## src/design/motor_cfg_defs.svh

```systemverilog
// Register offsets, field positions and reset values of the motor configuration bank
`ifndef MOTOR_CFG_DEFS_SVH
`define MOTOR_CFG_DEFS_SVH
`define ADDR_CTRL 8'h60
`define ADDR_CFG1 8'h90
`define ADDR_CFG2 8'h91
`define UNUSED_A_LO 8'h37
`define UNUSED_A_HI 8'h5F
`define UNUSED_B_LO 8'h61
`define UNUSED_B_HI 8'h8F
`define MOTOR_OFF_POS 15
`define CFG2_RESERVED_MASK 16'h7FFF
`define CFG_RESET 16'h0000
`endif

```

## src/design/motor_cfg_pkg.sv

```systemverilog
// Types of the motor configuration bank
package motor_cfg_pkg;
  typedef struct packed {
    logic [1:0] dither_select;
    logic [1:0] tach_loop_gating;
    logic [3:0] tach_pole_divider;
    logic cycle_adjust_select;
    logic [2:0] resistance_shift;
    logic [3:0] resistance_significand;
  } cfg_one_type;

  typedef struct packed {
    logic reserved;
    logic [2:0] emf_constant_shift;
    logic [3:0] emf_constant_significand;
    logic advance_mode_select;
    logic [2:0] advance_time_shift;
    logic [3:0] advance_time_significand;
  } cfg_two_type;

  typedef struct packed {
    logic motor_off_bit;
    cfg_one_type cfg_one;
    cfg_two_type cfg_two;
    logic [15:0] rdata;
    logic [4:0] tach_div;
    logic [18:0] resistance;
    logic [10:0] emf_constant;
    logic [10:0] advance_time;
    logic [1:0] dither;
    logic [1:0] gating;
    logic cycle_adjust;
    logic advance_mode;
  } state_type;
endpackage

```

## src/design/motor_config_register_bank.sv

```systemverilog
// Configuration and control register bank of a sensorless motor driver
`include "motor_cfg_defs.svh"

module motor_config_register_bank (
  input wire logic CLK_SYS_IN,
  input wire logic RST_IN,
  input wire logic SHADOW_USE_ENABLE_IN,
  input wire logic [15:0] EEPROM_CFG1_IN,
  input wire logic [15:0] EEPROM_CFG2_IN,
  input wire logic WR_EN_IN,
  input wire logic RD_EN_IN,
  input wire logic [7:0] ADDR_IN,
  input wire logic [15:0] WDATA_IN,
  output logic [15:0] RDATA_OUT,
  output logic MOTOR_OFF_OUT,
  output logic [1:0] DITHER_SELECT_OUT,
  output logic [1:0] TACH_LOOP_GATING_OUT,
  output logic [4:0] TACH_DIVISOR_OUT,
  output logic CYCLE_ADJUST_SELECT_OUT,
  output logic [18:0] RESISTANCE_OUT,
  output logic [10:0] EMF_CONSTANT_OUT,
  output logic ADVANCE_MODE_SELECT_OUT,
  output logic [10:0] ADVANCE_TIME_OUT
);
  motor_cfg_pkg::state_type state_reg;
  motor_cfg_pkg::state_type state_next;
  motor_cfg_pkg::cfg_one_type eff_one;
  motor_cfg_pkg::cfg_two_type eff_two;

  always_comb begin
    state_next = state_reg;
    if (WR_EN_IN) begin
      // Unmapped addresses fall through with no effect
      case (ADDR_IN)
        `ADDR_CTRL: state_next.motor_off_bit = WDATA_IN[`MOTOR_OFF_POS];
        `ADDR_CFG1: state_next.cfg_one = WDATA_IN;
        // Reserved bit is masked so a careless host cannot make it read back
        `ADDR_CFG2: state_next.cfg_two = WDATA_IN & `CFG2_RESERVED_MASK;
        default: state_next.rdata = state_reg.rdata;
      endcase
    end
    // Shadow values drive operation only when enabled; else stored copy
    eff_one = SHADOW_USE_ENABLE_IN ? state_next.cfg_one : EEPROM_CFG1_IN;
    eff_two = SHADOW_USE_ENABLE_IN ? state_next.cfg_two : EEPROM_CFG2_IN;
    if (RD_EN_IN) begin
      case (ADDR_IN)
        `ADDR_CTRL: state_next.rdata = 16'h0000;
        `ADDR_CFG1: state_next.rdata = eff_one;
        `ADDR_CFG2: state_next.rdata = eff_two & `CFG2_RESERVED_MASK;
        default: state_next.rdata = 16'h0000;
      endcase
    end
    state_next.tach_div = {1'b0, eff_one.tach_pole_divider} + 5'h01;
    state_next.resistance = 19'({15'h0000, eff_one.resistance_significand}
      << eff_one.resistance_shift);
    state_next.emf_constant = 11'({7'h00, eff_two.emf_constant_significand}
      << eff_two.emf_constant_shift);
    state_next.advance_time = 11'({7'h00, eff_two.advance_time_significand}
      << eff_two.advance_time_shift);
    state_next.dither = eff_one.dither_select;
    state_next.gating = eff_one.tach_loop_gating;
    state_next.cycle_adjust = eff_one.cycle_adjust_select;
    state_next.advance_mode = eff_two.advance_mode_select;
  end

  always_ff @(posedge CLK_SYS_IN) begin
    if (RST_IN) begin
      state_reg <= '0;
    end else begin
      state_reg <= state_next;
    end
  end

  // Every output is a field of the one state register, so none is combinational
  assign RDATA_OUT = state_reg.rdata;
  assign MOTOR_OFF_OUT = state_reg.motor_off_bit;
  assign DITHER_SELECT_OUT = state_reg.dither;
  assign TACH_LOOP_GATING_OUT = state_reg.gating;
  assign TACH_DIVISOR_OUT = state_reg.tach_div;
  assign CYCLE_ADJUST_SELECT_OUT = state_reg.cycle_adjust;
  assign RESISTANCE_OUT = state_reg.resistance;
  assign EMF_CONSTANT_OUT = state_reg.emf_constant;
  assign ADVANCE_MODE_SELECT_OUT = state_reg.advance_mode;
  assign ADVANCE_TIME_OUT = state_reg.advance_time;

  property p_ctrl_reads_zero;
    @(posedge CLK_SYS_IN) disable iff (RST_IN)
      (RD_EN_IN && ADDR_IN == `ADDR_CTRL) |=> (RDATA_OUT == 16'h0000);
  endproperty
  a_ctrl_reads_zero: assert property (p_ctrl_reads_zero)
    else $error("control read nonzero");

  property p_motor_off;
    @(posedge CLK_SYS_IN) disable iff (RST_IN)
      (WR_EN_IN && ADDR_IN == `ADDR_CTRL) |=> (MOTOR_OFF_OUT == $past(WDATA_IN[15]));
  endproperty
  a_motor_off: assert property (p_motor_off)
    else $error("motor off not taken");

  property p_unused_a;
    @(posedge CLK_SYS_IN) disable iff (RST_IN)
      (RD_EN_IN && ADDR_IN >= `UNUSED_A_LO && ADDR_IN <= `UNUSED_A_HI)
      |=> (RDATA_OUT == 16'h0000);
  endproperty
  a_unused_a: assert property (p_unused_a)
    else $error("unused low range read nonzero");

  property p_unused_b;
    @(posedge CLK_SYS_IN) disable iff (RST_IN)
      (WR_EN_IN && ADDR_IN >= `UNUSED_B_LO && ADDR_IN <= `UNUSED_B_HI)
      |=> $stable(state_reg.cfg_one) && $stable(state_reg.cfg_two) && $stable(MOTOR_OFF_OUT);
  endproperty
  a_unused_b: assert property (p_unused_b)
    else $error("unused write changed state");

  property p_unused_b_read;
    @(posedge CLK_SYS_IN) disable iff (RST_IN)
      (RD_EN_IN && ADDR_IN >= `UNUSED_B_LO && ADDR_IN <= `UNUSED_B_HI)
      |=> (RDATA_OUT == 16'h0000);
  endproperty
  a_unused_b_read: assert property (p_unused_b_read)
    else $error("unused high range read nonzero");

  property p_cfg2_reserved;
    @(posedge CLK_SYS_IN) disable iff (RST_IN)
      (RD_EN_IN && ADDR_IN == `ADDR_CFG2) |=> (RDATA_OUT[15] == 1'b0);
  endproperty
  a_cfg2_reserved: assert property (p_cfg2_reserved)
    else $error("reserved bit read set");

  property p_shadow_readback;
    @(posedge CLK_SYS_IN) disable iff (RST_IN)
      (SHADOW_USE_ENABLE_IN && RD_EN_IN && !WR_EN_IN && ADDR_IN == `ADDR_CFG1)
      |=> (RDATA_OUT == state_reg.cfg_one);
  endproperty
  a_shadow_readback: assert property (p_shadow_readback)
    else $error("shadow readback wrong");

  // With the shadow copy off a read must show the stored copy, not the last write
  property p_stored_readback;
    @(posedge CLK_SYS_IN) disable iff (RST_IN)
      (!SHADOW_USE_ENABLE_IN && RD_EN_IN && ADDR_IN == `ADDR_CFG1)
      |=> (RDATA_OUT == $past(EEPROM_CFG1_IN));
  endproperty
  a_stored_readback: assert property (p_stored_readback)
    else $error("stored copy readback wrong");

  property p_tach_div;
    @(posedge CLK_SYS_IN) disable iff (RST_IN)
      (SHADOW_USE_ENABLE_IN && WR_EN_IN && ADDR_IN == `ADDR_CFG1)
      |=> (TACH_DIVISOR_OUT == {1'b0, $past(WDATA_IN[11:8])} + 5'h01);
  endproperty
  a_tach_div: assert property (p_tach_div)
    else $error("tach divisor wrong");

  property p_dither;
    @(posedge CLK_SYS_IN) disable iff (RST_IN)
      (SHADOW_USE_ENABLE_IN && WR_EN_IN && ADDR_IN == `ADDR_CFG1)
      |=> (DITHER_SELECT_OUT == $past(WDATA_IN[15:14]));
  endproperty
  a_dither: assert property (p_dither)
    else $error("dither select wrong");

  property p_gating;
    @(posedge CLK_SYS_IN) disable iff (RST_IN)
      (SHADOW_USE_ENABLE_IN && WR_EN_IN && ADDR_IN == `ADDR_CFG1)
      |=> (TACH_LOOP_GATING_OUT == $past(WDATA_IN[13:12]));
  endproperty
  a_gating: assert property (p_gating)
    else $error("tach gating wrong");

  property p_cycle_adjust;
    @(posedge CLK_SYS_IN) disable iff (RST_IN)
      (SHADOW_USE_ENABLE_IN && WR_EN_IN && ADDR_IN == `ADDR_CFG1)
      |=> (CYCLE_ADJUST_SELECT_OUT == $past(WDATA_IN[7]));
  endproperty
  a_cycle_adjust: assert property (p_cycle_adjust)
    else $error("cycle adjust wrong");

  property p_resistance;
    @(posedge CLK_SYS_IN) disable iff (RST_IN)
      (SHADOW_USE_ENABLE_IN && WR_EN_IN && ADDR_IN == `ADDR_CFG1)
      |=> (RESISTANCE_OUT == ({15'h0000, $past(WDATA_IN[3:0])} << $past(WDATA_IN[6:4])));
  endproperty
  a_resistance: assert property (p_resistance)
    else $error("phase resistance wrong");

  property p_emf_constant;
    @(posedge CLK_SYS_IN) disable iff (RST_IN)
      (SHADOW_USE_ENABLE_IN && WR_EN_IN && ADDR_IN == `ADDR_CFG2)
      |=> (EMF_CONSTANT_OUT == ({7'h00, $past(WDATA_IN[11:8])} << $past(WDATA_IN[14:12])));
  endproperty
  a_emf_constant: assert property (p_emf_constant)
    else $error("back emf constant wrong");

  property p_advance_mode;
    @(posedge CLK_SYS_IN) disable iff (RST_IN)
      (SHADOW_USE_ENABLE_IN && WR_EN_IN && ADDR_IN == `ADDR_CFG2)
      |=> (ADVANCE_MODE_SELECT_OUT == $past(WDATA_IN[7]));
  endproperty
  a_advance_mode: assert property (p_advance_mode)
    else $error("advance mode wrong");

  property p_advance_time;
    @(posedge CLK_SYS_IN) disable iff (RST_IN)
      (SHADOW_USE_ENABLE_IN && WR_EN_IN && ADDR_IN == `ADDR_CFG2)
      |=> (ADVANCE_TIME_OUT == ({7'h00, $past(WDATA_IN[3:0])} << $past(WDATA_IN[6:4])));
  endproperty
  a_advance_time: assert property (p_advance_time)
    else $error("advance time wrong");

  property p_reset_zero;
    @(posedge CLK_SYS_IN) RST_IN |=> (MOTOR_OFF_OUT == 1'b0 && RDATA_OUT == 16'h0000);
  endproperty
  a_reset_zero: assert property (p_reset_zero)
    else $error("reset value nonzero");

  property p_reset_cfg;
    @(posedge CLK_SYS_IN) RST_IN
      |=> (state_reg.cfg_one == `CFG_RESET && state_reg.cfg_two == `CFG_RESET);
  endproperty
  a_reset_cfg: assert property (p_reset_cfg)
    else $error("configuration not cleared by reset");
endmodule // motor_config_register_bank

```

## config.mk

```make
export PLATFORM = sky130hd
export DESIGN_NAME = motor_config_register_bank
export DESIGN_NICKNAME = d
export VERILOG_FILES = /design/src/design/motor_cfg_pkg.sv /design/src/design/motor_config_register_bank.sv
export VERILOG_INCLUDE_DIRS = /design/src /design/src/design
export SDC_FILE = /design/constraint.sdc
export NUM_CORES = 1
export LEC_CHECK = 0
export ABC_AREA = 1
export BUFFER_PORTS_ARGS = -buffer_cell sky130_fd_sc_hd__buf_2
export CORE_ASPECT_RATIO = 1.75
export CORE_MARGIN = 2
export CORE_UTILIZATION = 53
export DETAILED_ROUTE_END_ITERATION = 16
export PLACE_DENSITY_LB_ADDON = 0.05
export SETUP_SLACK_MARGIN = 0.4
export SYNTH_ARGS = -nofsm -noshare
export SYNTH_HDL_FRONTEND = slang
export SYNTH_SLANG_ARGS = --single-unit
```

## constraint.sdc

```tcl
create_clock -name CLK_SYS_IN -period 1.9 [get_ports CLK_SYS_IN]
set_clock_uncertainty 0.15 [all_clocks]
set_input_delay 0.19 -clock CLK_SYS_IN [delete_from_list [all_inputs] [get_ports CLK_SYS_IN]]
set_output_delay 0.19 -clock CLK_SYS_IN [all_outputs]
set_load 0.02 [all_outputs]
```

==> key figures, run 1 <==
Run status
  • Outcome: completed

Timing
  • Tcrit/Tclk final: 78.11%
  • Final TNS setup: 0 ns
  • Hold Vio Cnt, Final: 0
  • Final setup fails: 0
  • Fmax: 0.6738 GHz
  • Setup ws final: 0.4159 ns
  • Slew Limit Fails: 0
  • Final critical-path required period: 1.484 ns
  • RSZ-0062 raised after global routing: yes

Flow run
  • Maxcap violations: 0

CTS
  • CTS tree: done
  • CTS root buf: clkbuf_16
  • H-tree level count: 3
  • Clk sink count: 92
  • CTS Buf Count: 9
  • CTS Buffer Depth: 2
  • Clock transition at path regs: 0.06 ns
  • Worst-Skew Late Latency: 0.35 ns

GRT
  • Global route overflow: 0
  • Pin count of the biggest net entering global routing: 31
  • Vias in the first global route: 4320
  • Antenna violations before repair: 0
  • All-Layer GR Usage: 24.74%
  • First-pass GRT wire length: 19.83 mm

Worst setup path
  • CP Data Arrival Time: 1.57 ns
  • Worst R2R End: ADVANCE_TIME_OUT[4]$_SDFF_PP0_
  • Reg2Reg Depth: 7
  • Reg-to-reg slack, setup: 0.59 ns
  • Critical Path End Type: register
  • Crit path launch: ADDR_IN[2]
  • R2r startpoint: state_reg[74]$_SDFF_PP0_
  • Critical Path End: RESISTANCE_OUT[6]$_SDFF_PP0_
  • Crit path launch type: input port
  • Setup CP Type: in -> reg
  • Required time worst endpoint: 1.99 ns
  • Critical Path Fanout Max: 6

Floorplanning
  • Core area: 9036 um2
  • DIE WIDTH: 76.73 um
  • Starting Density: 54.29%
  • I/O pins: 130
  • Rows: 46
  • Die area: 10070 um2
  • Die Ht: 131.3 um

Place
  • Placed Cells: 906
  • Detailed Place HPWL: 9.495 mm
  • Placer's final routability congestion estimate: 0.9339
  • PortBufs: 120
  • Placement Setup Slack: 0.01461 ns

Drt
  • WL final: 13.08 mm
  • Detail Route Antenna Nets: 0
  • DR vias: 4594
  • Remaining DRCs: 0
  • DR iter-0 viols: 157
  • First drt pass iteration count: 5
  • Avg Vias per Cell: 4.887
  • Drt wl/cell: 13.91 um

Yosys
  • Ranking of synthesized cells by area: dfxtp_1, nand2_1, buf_4, nand3_1, inv_1
  • Post-synth cell types: 35
  • Synth top area share: 37.54%
  • Post-synthesis sequential element count: 92
  • Yosys warns: 0
  • Mapped Area: 4906 um2
  • Synth area leader: dfxtp_1
  • Post-synthesis sequential area ratio: 37.54%
  • Avg Inst Size Synth: 6.804 um2
  • Post-synthesis cell count: 721

Min path
  • Hold Path Class: in -> reg
  • Hold_sp: WDATA_IN[11]
  • WHS Path Cells: 3

Final layout
  • Post-Layout Cell Count: 940
  • Final nets: 877
  • Diode count: 0
  • Commonest non-fill, non-tap cell in the layout: nand2_1
  • Fill count: 832
  • Share of layout cells above drive strength 1: 37.68%
  • Largest register FFs: 31
  • Most frequent cells in the layout: nand2_1, buf_2, dfxtp_1, nand3_1, inv_1
  • Layout area overhead: 26.17%

Pwr
  • Leak Pwr: 3.300 nW
  • Pwr Total: 0.004414 W
  • Peak supply drop: 0.0005452 V
  • Pwr dens: 713.2 nW/um2
## synth_stat cells, drive strengths merged
cell	number
nand2	250
nand4	1
a21oi	4
or2	17
o211ai	5
a21boi	3
o21ai	20
nor3	6
clkbuf	10
and3	1
dfxtp	92
nand3b	1
nor4	1
conb	1
ha	1
buf	81
and2	1
nand3	78
nor2	75
inv	73
## layout make-up
cell class	instances	area [um2]	share of cell area [%]
flip-flops and latches	92	1842	29.76
clock inverters	3	46.29	0.7479
repair buffers	167	1094	17.67
inverters	73	277.8	4.488
well taps	120	150.1	2.426
clock buffers	13	250.2	4.043
multi-input cells	472	2530	40.87
## where the power goes
part / internal, W / leakage (nW) / total (W) / switching (W)
registers: 0.00197 / 0.746 / 0.00198 / 0.00000808
logic: 0.000235 / 2.41 / 0.000641 / 0.000406
clock network: 0.00106 / 0.140 / 0.00180 / 0.000736
## worst min-delay path by stage
| stage | slack [ns] | to |
|---|---|---|
| after floorplan | 0.18 | state_reg[95]$_SDFF_PP0_ |
| after global placement | 0.28 | MOTOR_OFF_OUT$_SDFFE_PP0P_ |
| after detailed placement | 0.29 | MOTOR_OFF_OUT$_SDFFE_PP0P_ |
| after CTS | 0.004 | state_reg[95]$_SDFF_PP0_ |
| after global routing | 0.03 | state_reg[82]$_SDFF_PP0_ |
| final | 0.01 | state_reg[95]$_SDFF_PP0_ |
## cells by family (layout without fill, tap and decap cells)
group | Yosys count | after routing | synth area share (%)
other cells | 1 | 8 | 0.07644
compound gates | 32 | 32 | 4.846
flops | 92 | 92 | 37.54
fa+ha+maj | 1 | 1 | 0.2550
simple gates | 431 | 431 | 38.84
buf+inv | 164 | 256 | 18.44
## layer usage
| metal | routed length, um | GRT usage [%] |
|---|---|---|
| met5 | 0 | 0 |
| met2 | 6868 | 43.91 |
| met3 | 721 | 3.571 |
| met1 | 4727 | 26.59 |
| met4 | 760 | 16.57 |
## critical path, stage by stage
cell,delay (ns)
buf_6,0.10
nor2_4,0.13
nand2_4,0.09
nor2_8,0.14
buf_4,0.17
nand3_2,0.12
nand3_1,0.11
nand2_1,0.14
nand2_4,0.15
nand2_1,0.07
nand3_1,0.10
nand2_1,0.06
## per-stage QoR
| stage | area [um2] | hold WS, ns | util [%] |
|---|---|---|---|
| after floorplan | 4950 | 0.1833 | - |
| after global placement | 5324 | 0.2805 | 58.92 |
| after detailed placement | 5324 | 0.2869 | 58.92 |
| after CTS | 5739 | 0.003978 | 63.51 |
| after global routing | 6190 | 0.02917 | 68.50 |
| final | 6190 | 0.01078 | 68.50 |
## what timing repair did
item	4_1_cts	5_1_grt
hold buffers	3	0
endpoints found under the hold margin	3	0
resized for setup	4	100
setup buffers	5	7
cloned	1	2
pin swaps	3	28
setup endpoints to repair	4	49
(Power assumes the default switching activity.)
==> run 2, diff against run 1 <==
CORE_UTILIZATION = 48   (was 53)
clock period = 1.3 ns   (was 1.9 ns; I/O delays follow)
==> key figures, run 2 (synthesis results as in run 1) <==
CTS
  • Worst-Skew Late Latency: 0.35 ns (about the same)
  • Clock transition at path regs: 0.07 ns (about the same)
  • CTS Buffer Depth: 2 (unchanged)
  • CTS Buf Count: 9 (unchanged)
  • Clk sink count: 92 (unchanged)
  • H-tree level count: 3 (unchanged)
  • CTS tree: done
  • CTS root buf: clkbuf_16

Final layout
  • Post-Layout Cell Count: 1000 (+6.4%)
  • Most frequent cells in the layout: nand2_1, buf_6, nand2_2, dfxtp_2, buf_4
  • Largest register FFs: 31 (unchanged)
  • Final core occ: 81.09% (+13 points)
  • Commonest non-fill, non-tap cell in the layout: nand2_1
  • Final nets: 933 (+6.4%)
  • Diode count: 0 (unchanged)
  • Layout area overhead: 63.78%
  • Share of layout cells above drive strength 1: 62.06% (+24 points)

GRT
  • All-Layer GR Usage: 28.93% (+4.2 points)
  • Vias in the first global route: 5041 (+17%)
  • Antenna violations before repair: 0 (unchanged)
  • Global route overflow: 0 (unchanged)
  • First-pass GRT wire length: 24.37 mm (+23%)
  • Pin count of the biggest net entering global routing: 35 (+13%)

Drt
  • Drt wl/cell: 17.05 um (+23%)
  • Avg Vias per Cell: 5.154 (+5.5%)
  • Detail Route Antenna Nets: 0 (unchanged)
  • DR iter-0 viols: 188 (+20%)
  • WL final: 17.05 mm (+30%)
  • First drt pass iteration count: 4 (-1)
  • DR vias: 5154 (+12%)
  • Remaining DRCs: 0 (unchanged)

Pwr
  • Seq pwr share: 43.1% (-1.7 points)
  • Pwr dens: 842.6 nW/um2 (+18%)
  • P_sw: 0.001946 W (+69%)
  • Comb pwr share: 18.7% (+4.2 points)
  • Peak supply drop: 0.0006778 V (+24%)
  • Leak Pwr: 3.992 nW (+21%)
  • Sw frac: 28.74% (+2.7 points)
  • Clk network pwr share: 38.2% (-2.5 points)
  • Pwr Total: 0.006770 W (+53%)
  • Int Pwr: 0.004824 W (+48%)

Worst setup path
  • Reg2Reg Depth: 10 (+3)
  • Crit path launch type: input port
  • Required time worst endpoint: 1.44 ns (-0.55 ns)
  • Setup CP Type: in -> reg
  • Critical Path Fanout Max: 5 (-1)
  • Critical Path End Type: register
  • CP Data Arrival Time: 1.64 ns (+0.07 ns)

Place
  • Placement Setup Slack: -0.6037 ns (-0.6183 ns)
  • PortBufs: 120 (unchanged)
  • Placer's final routability congestion estimate: 0.8931 (-4.4%)
  • Placed Cells: 943 (+4.1%)
  • Detailed Place HPWL: 11.17 mm (+18%)

Floorplanning
  • Die area: 11080 um2 (+10%)
  • DIE WIDTH: 80.42 um (+4.8%)
  • Die Ht: 137.7 um (+4.9%)
  • Rows: 48 (+4.3%)
  • Starting Density: 49.51% (-4.8 points)
  • I/O pins: 130 (unchanged)
  • Core area: 9910 um2 (+9.7%)

Min path
  • WHS Path Cells: 3 (unchanged)
  • Hold Path Class: in -> reg

Run status
  • Failing checks: hold timing, setup timing
  • Outcome: finished with violations

Flow run
  • Maxcap violations: 0 (unchanged)

Timing
  • Final setup fails: 53 (+53)
  • Slew Limit Fails: 0 (unchanged)
  • Tcrit/Tclk final: 115.5%
  • Hold slack final: -0.05361 ns (-0.06438 ns)
  • Final critical-path required period: 1.502 ns
  • Hold Vio Cnt, Final: 10 (+10)
  • Fmax: 0.6659 GHz
  • Setup ws final: -0.2017 ns (-0.6175 ns)
  • RSZ-0062 raised after global routing: yes
==> run 2: per-layer routing <==
| layer | share of wire (%) | track usage [%] |
|---|---|---|
| met5 | 0 | 0 |
| met1 | 34 | 30.65 |
| met3 | 4.8 | 4.128 |
| met2 | 54 | 52.13 |
| met4 | 7.0 | 18.83 |
==> run 2: per-stage QoR <==
stage          TNS (ns)  cell area (um2)
2_1_floorplan    -4.421             5125
4_1_cts          -1.772             7315
3_5_place_dp     -31.21             5733
5_1_grt          -10.92             8035
6_report         -5.774             8035
3_3_place_gp     -28.71             5733
==> run 2: layout make-up <==
class / count / area (um2)
clock buffers: 11 / 252.7
clock inverters: 4 / 31.28
fillers: 634 / 1874
inverters: 73 / 306.5
multi-input cells: 474 / 3282
flip-flops and latches: 92 / 1918
well taps: 125 / 156.4
repair buffers: 220 / 2081
repair inverters: 1 / 7.507
==> run 2: path summary, 6_finish.rpt <==
| kind | startpoint | to | slack, ns |
|---|---|---|---|
| setup / recovery | ADDR_IN[0] | EMF_CONSTANT_OUT[6]$_SDFF_PP0_ | -0.20 |
| hold / removal | WDATA_IN[15] | MOTOR_OFF_OUT$_SDFFE_PP0P_ | -0.05 |
| hold reg to reg | MOTOR_OFF_OUT$_SDFFE_PP0P_ | MOTOR_OFF_OUT$_SDFFE_PP0P_ | 0.32 |
| setup reg to reg | state_reg[72]$_SDFF_PP0_ | RDATA_OUT[4]$_SDFFE_PP0P_ | -0.10 |
==> run 2: critical path: stages <==
cell and delay [ns]:
buf_6 0.10, inv_2 0.04, nor2_2 0.21, nand2_8 0.09
nor2_4 0.20, buf_6 0.16, nand3_4 0.10, nand2_2 0.09
nand2_2 0.06, nand2_4 0.13, nand2_4 0.07, nor2_2 0.11
nand2_1 0.06, nand2_1 0.07
==> run 2: power by group through the flow <==
stage / logic [W] / clock network [W] / registers (W)
floorplan: 0.000602 / 0 / 0.00296
global placement: 0.000883 / 0 / 0.00295
detailed placement: 0.000891 / 0 / 0.00296
CTS: 0.00110 / 0.00257 / 0.00291
global route: 0.00135 / 0.00269 / 0.00292
finish: 0.00127 / 0.00258 / 0.00292
==> run 2: what timing repair did <==
action,4_1_cts,5_1_grt
endpoints found under the hold margin,11,3
buffers inserted,26,11
resized for setup,312,163
gates cloned,5,0
endpoints found under the setup margin,152,152
pin swaps,40,63
==> run 3, diff against run 2 <==
==> constraint.sdc (replaced) <==
create_clock -name CLK_SYS_IN -period 1.3 [get_ports CLK_SYS_IN]
set_clock_uncertainty 0.15 [all_clocks]
set_input_delay 0.26 -clock CLK_SYS_IN [delete_from_list [all_inputs] [get_ports CLK_SYS_IN]]
set_output_delay 0.26 -clock CLK_SYS_IN [all_outputs]
set_load 0.02 [all_outputs]
==> key figures, run 3 (synthesis results as in run 1) <==
Drt
  • Avg Vias per Cell: 4.928 (-4.4%)
  • Remaining DRCs: 0 (unchanged)
  • DR iter-0 viols: 249 (+32%)
  • Detail Route Antenna Nets: 0 (unchanged)
  • First drt pass iteration count: 6 (+2)
  • DR vias: 4864 (-5.6%)
  • WL final: 14.77 mm (-13%)
  • Drt wl/cell: 14.96 um (-12%)

Pwr
  • Pwr Total: 0.006977 W (+3.1%)
  • Peak supply drop: 0.0006731 V (-0.69%)
  • Pwr dens: 937.9 nW/um2 (+11%)
  • Leak Pwr: 3.715 nW (-6.9%)

Run status
  • Failing checks: setup timing
  • Outcome: finished with violations

GRT
  • Antenna violations before repair: 0 (unchanged)
  • Global route overflow: 0 (unchanged)
  • Vias in the first global route: 4697 (-6.8%)
  • Pin count of the biggest net entering global routing: 41 (+17%)
  • All-Layer GR Usage: 27.30% (-1.6 points)
  • First-pass GRT wire length: 22.76 mm (-6.6%)

Worst setup path
  • Critical Path End Type: register
  • Critical Path Fanout Max: 6 (+1)
  • Reg-to-reg slack, setup: -0.09 ns (about the same)
  • Required time worst endpoint: 1.44 ns (about the same)
  • CP Data Arrival Time: 1.65 ns (about the same)
  • R2r startpoint: state_reg[74]$_SDFF_PP0_
  • Crit path launch type: input port
  • Setup CP Type: in -> reg
  • Worst R2R End: ADVANCE_TIME_OUT[4]$_SDFF_PP0_
  • Reg2Reg Depth: 7 (-3)

CTS
  • CTS root buf: clkbuf_16
  • CTS tree: done
  • H-tree level count: 3 (unchanged)
  • CTS Buf Count: 9 (unchanged)
  • Worst-Skew Late Latency: 0.35 ns (about the same)
  • CTS Buffer Depth: 2 (unchanged)
  • Clock transition at path regs: 0.07 ns (about the same)
  • Clk sink count: 92 (unchanged)

Min path
  • Hold EP: DITHER_SELECT_OUT[1]$_SDFF_PP0_
  • WHS Path Cells: 3 (unchanged)
  • Hold Path Class: in -> reg
  • Hold_sp: EEPROM_CFG1_IN[15]

Timing
  • Setup ws final: -0.2163 ns (-0.01464 ns)
  • Hold Vio Cnt, Final: 0 (-10)
  • Slew Limit Fails: 0 (unchanged)
  • Hold slack final: 0.04410 ns (+0.09770 ns)
  • Final setup fails: 55 (+3.8%)
  • Final TNS setup: -6.099 ns (-0.3256 ns)
  • Fmax: 0.6595 GHz (-0.97%)
  • Tcrit/Tclk final: 116.6% (+1.1 points)
  • Final critical-path required period: 1.516 ns (+0.01464 ns)
  • RSZ-0062 raised after global routing: yes

Final layout
  • Share of layout cells above drive strength 1: 55.57% (-6.5 points)
  • Fill count: 786 (+24%)
  • Commonest non-fill, non-tap cell in the layout: nand2_1
  • Final nets: 919 (-1.5%)
  • Diode count: 0 (unchanged)
  • Most frequent cells in the layout: nand2_1, buf_6, buf_4, nand2_2, nor2_1
  • Area of the multi-input gates: 2848 um2 (-13%)
  • Layout area overhead: 51.62%
  • Post-Layout Cell Count: 987 (-1.3%)
  • FF+latch area: 1918 um2 (unchanged)
  • Largest register FFs: 31 (unchanged)

Floorplanning
  • Die Ht: 137.7 um (unchanged)
  • Die area: 11080 um2 (unchanged)
  • Core area: 9910 um2 (unchanged)
  • DIE WIDTH: 80.42 um (unchanged)
  • I/O pins: 130 (unchanged)
  • Starting Density: 49.51% (unchanged)
  • Rows: 48 (unchanged)

Place
  • PortBufs: 120 (unchanged)
  • Detailed Place HPWL: 10.93 mm (-2.1%)
  • Placement Setup Slack: -0.7543 ns (-0.1506 ns)
  • Placer's final routability congestion estimate: 0.8872 (-0.66%)
  • Placed Cells: 950 (+0.74%)

Flow run
  • Maxcap violations: 0 (unchanged)
-- run 3: cell count changes in the layout (fill, tap and decap cells not counted), sizes merged --
cell | previous run | this run
clkinvlp | 1 | 2
clkinv | 4 | 2
nor2 | 76 | 75
inv | 73 | 74
bufinv | 0 | 2
buf | 220 | 208
clkbuf | 11 | 9
-- run 3: power breakdown --
| part | switching, W | internal (W) |
|---|---|---|
| sequential | 0.0000284 | 0.00289 |
| combinational | 0.000665 | 0.000487 |
| clock | 0.00119 | 0.00172 |
| total | 0.00188 | 0.00509 |
-- run 3: worst max-delay path by stage --
stage / from / to / slack [ns] / cells after the start
6_report: ADDR_IN[3] / RESISTANCE_OUT[4]$_SDFF_PP0_ / -0.22 / 12
5_1_grt: ADDR_IN[3] / RESISTANCE_OUT[5]$_SDFF_PP0_ / -0.27 / 12
4_1_cts: ADDR_IN[2] / RESISTANCE_OUT[4]$_SDFF_PP0_ / -0.19 / 13
3_5_place_dp: ADDR_IN[3] / ADVANCE_TIME_OUT[7]$_SDFF_PP0_ / -0.75 / 12
3_3_place_gp: ADDR_IN[3] / ADVANCE_TIME_OUT[4]$_SDFF_PP0_ / -0.71 / 11
2_1_floorplan: ADDR_IN[3] / TACH_DIVISOR_OUT[2]$_SDFF_PP0_ / -0.38 / 12
-- run 3: what timing repair did --
item,4_1_cts,5_1_grt
gates cloned,1,1
hold buffers,0,0
gates resized for setup,285,80
setup endpoints to repair,153,153
pin swaps,14,21
setup buffers,11,8
-- run 3: through the flow --
stage                     instance area [um2]  util [%]
after global routing                     7438     75.06
final                                    7438     75.06
after CTS                                7083     71.48
after detailed placement                 5773     58.26
after floorplan                          5125         -
after global placement                   5773     58.26
-- run 3: final cells by class --
cell class                 count  area share [%]
clock buffer                   9           3.028
multi-input combinational    473           38.28
inverter                      73           3.987
clock inverter                 7           1.497
timing repair buffer         208           25.32
sequential                    92           25.79
tap                          125           2.103
-- run 3: worst max-delay path, cell delays in order --
cell     delay [ns]
buf_8          0.10
nor2_4         0.14
nand2_4        0.09
nor2_8         0.16
nand2_4        0.12
o21ai_2        0.15
nand2_1        0.09
nand2_2        0.14
nand2_4        0.08
inv_1          0.12
nand3_1        0.11
nand2_1        0.08
-- run 3: metal layers --
| metal | vias up | part of all wire, % | routed length (um) | GRT usage, % |
|---|---|---|---|---|
| li1 | 2421 | - | - | - |
| met1 | 2239 | 36 | 5309 | 28.12 |
| met2 | 171 | 55 | 8165 | 52.18 |
| met3 | 33 | 5.0 | 734 | 5.111 |
| met4 | 0 | 3.8 | 557 | 11.86 |
| met5 | - | 0 | 0 | 0 |
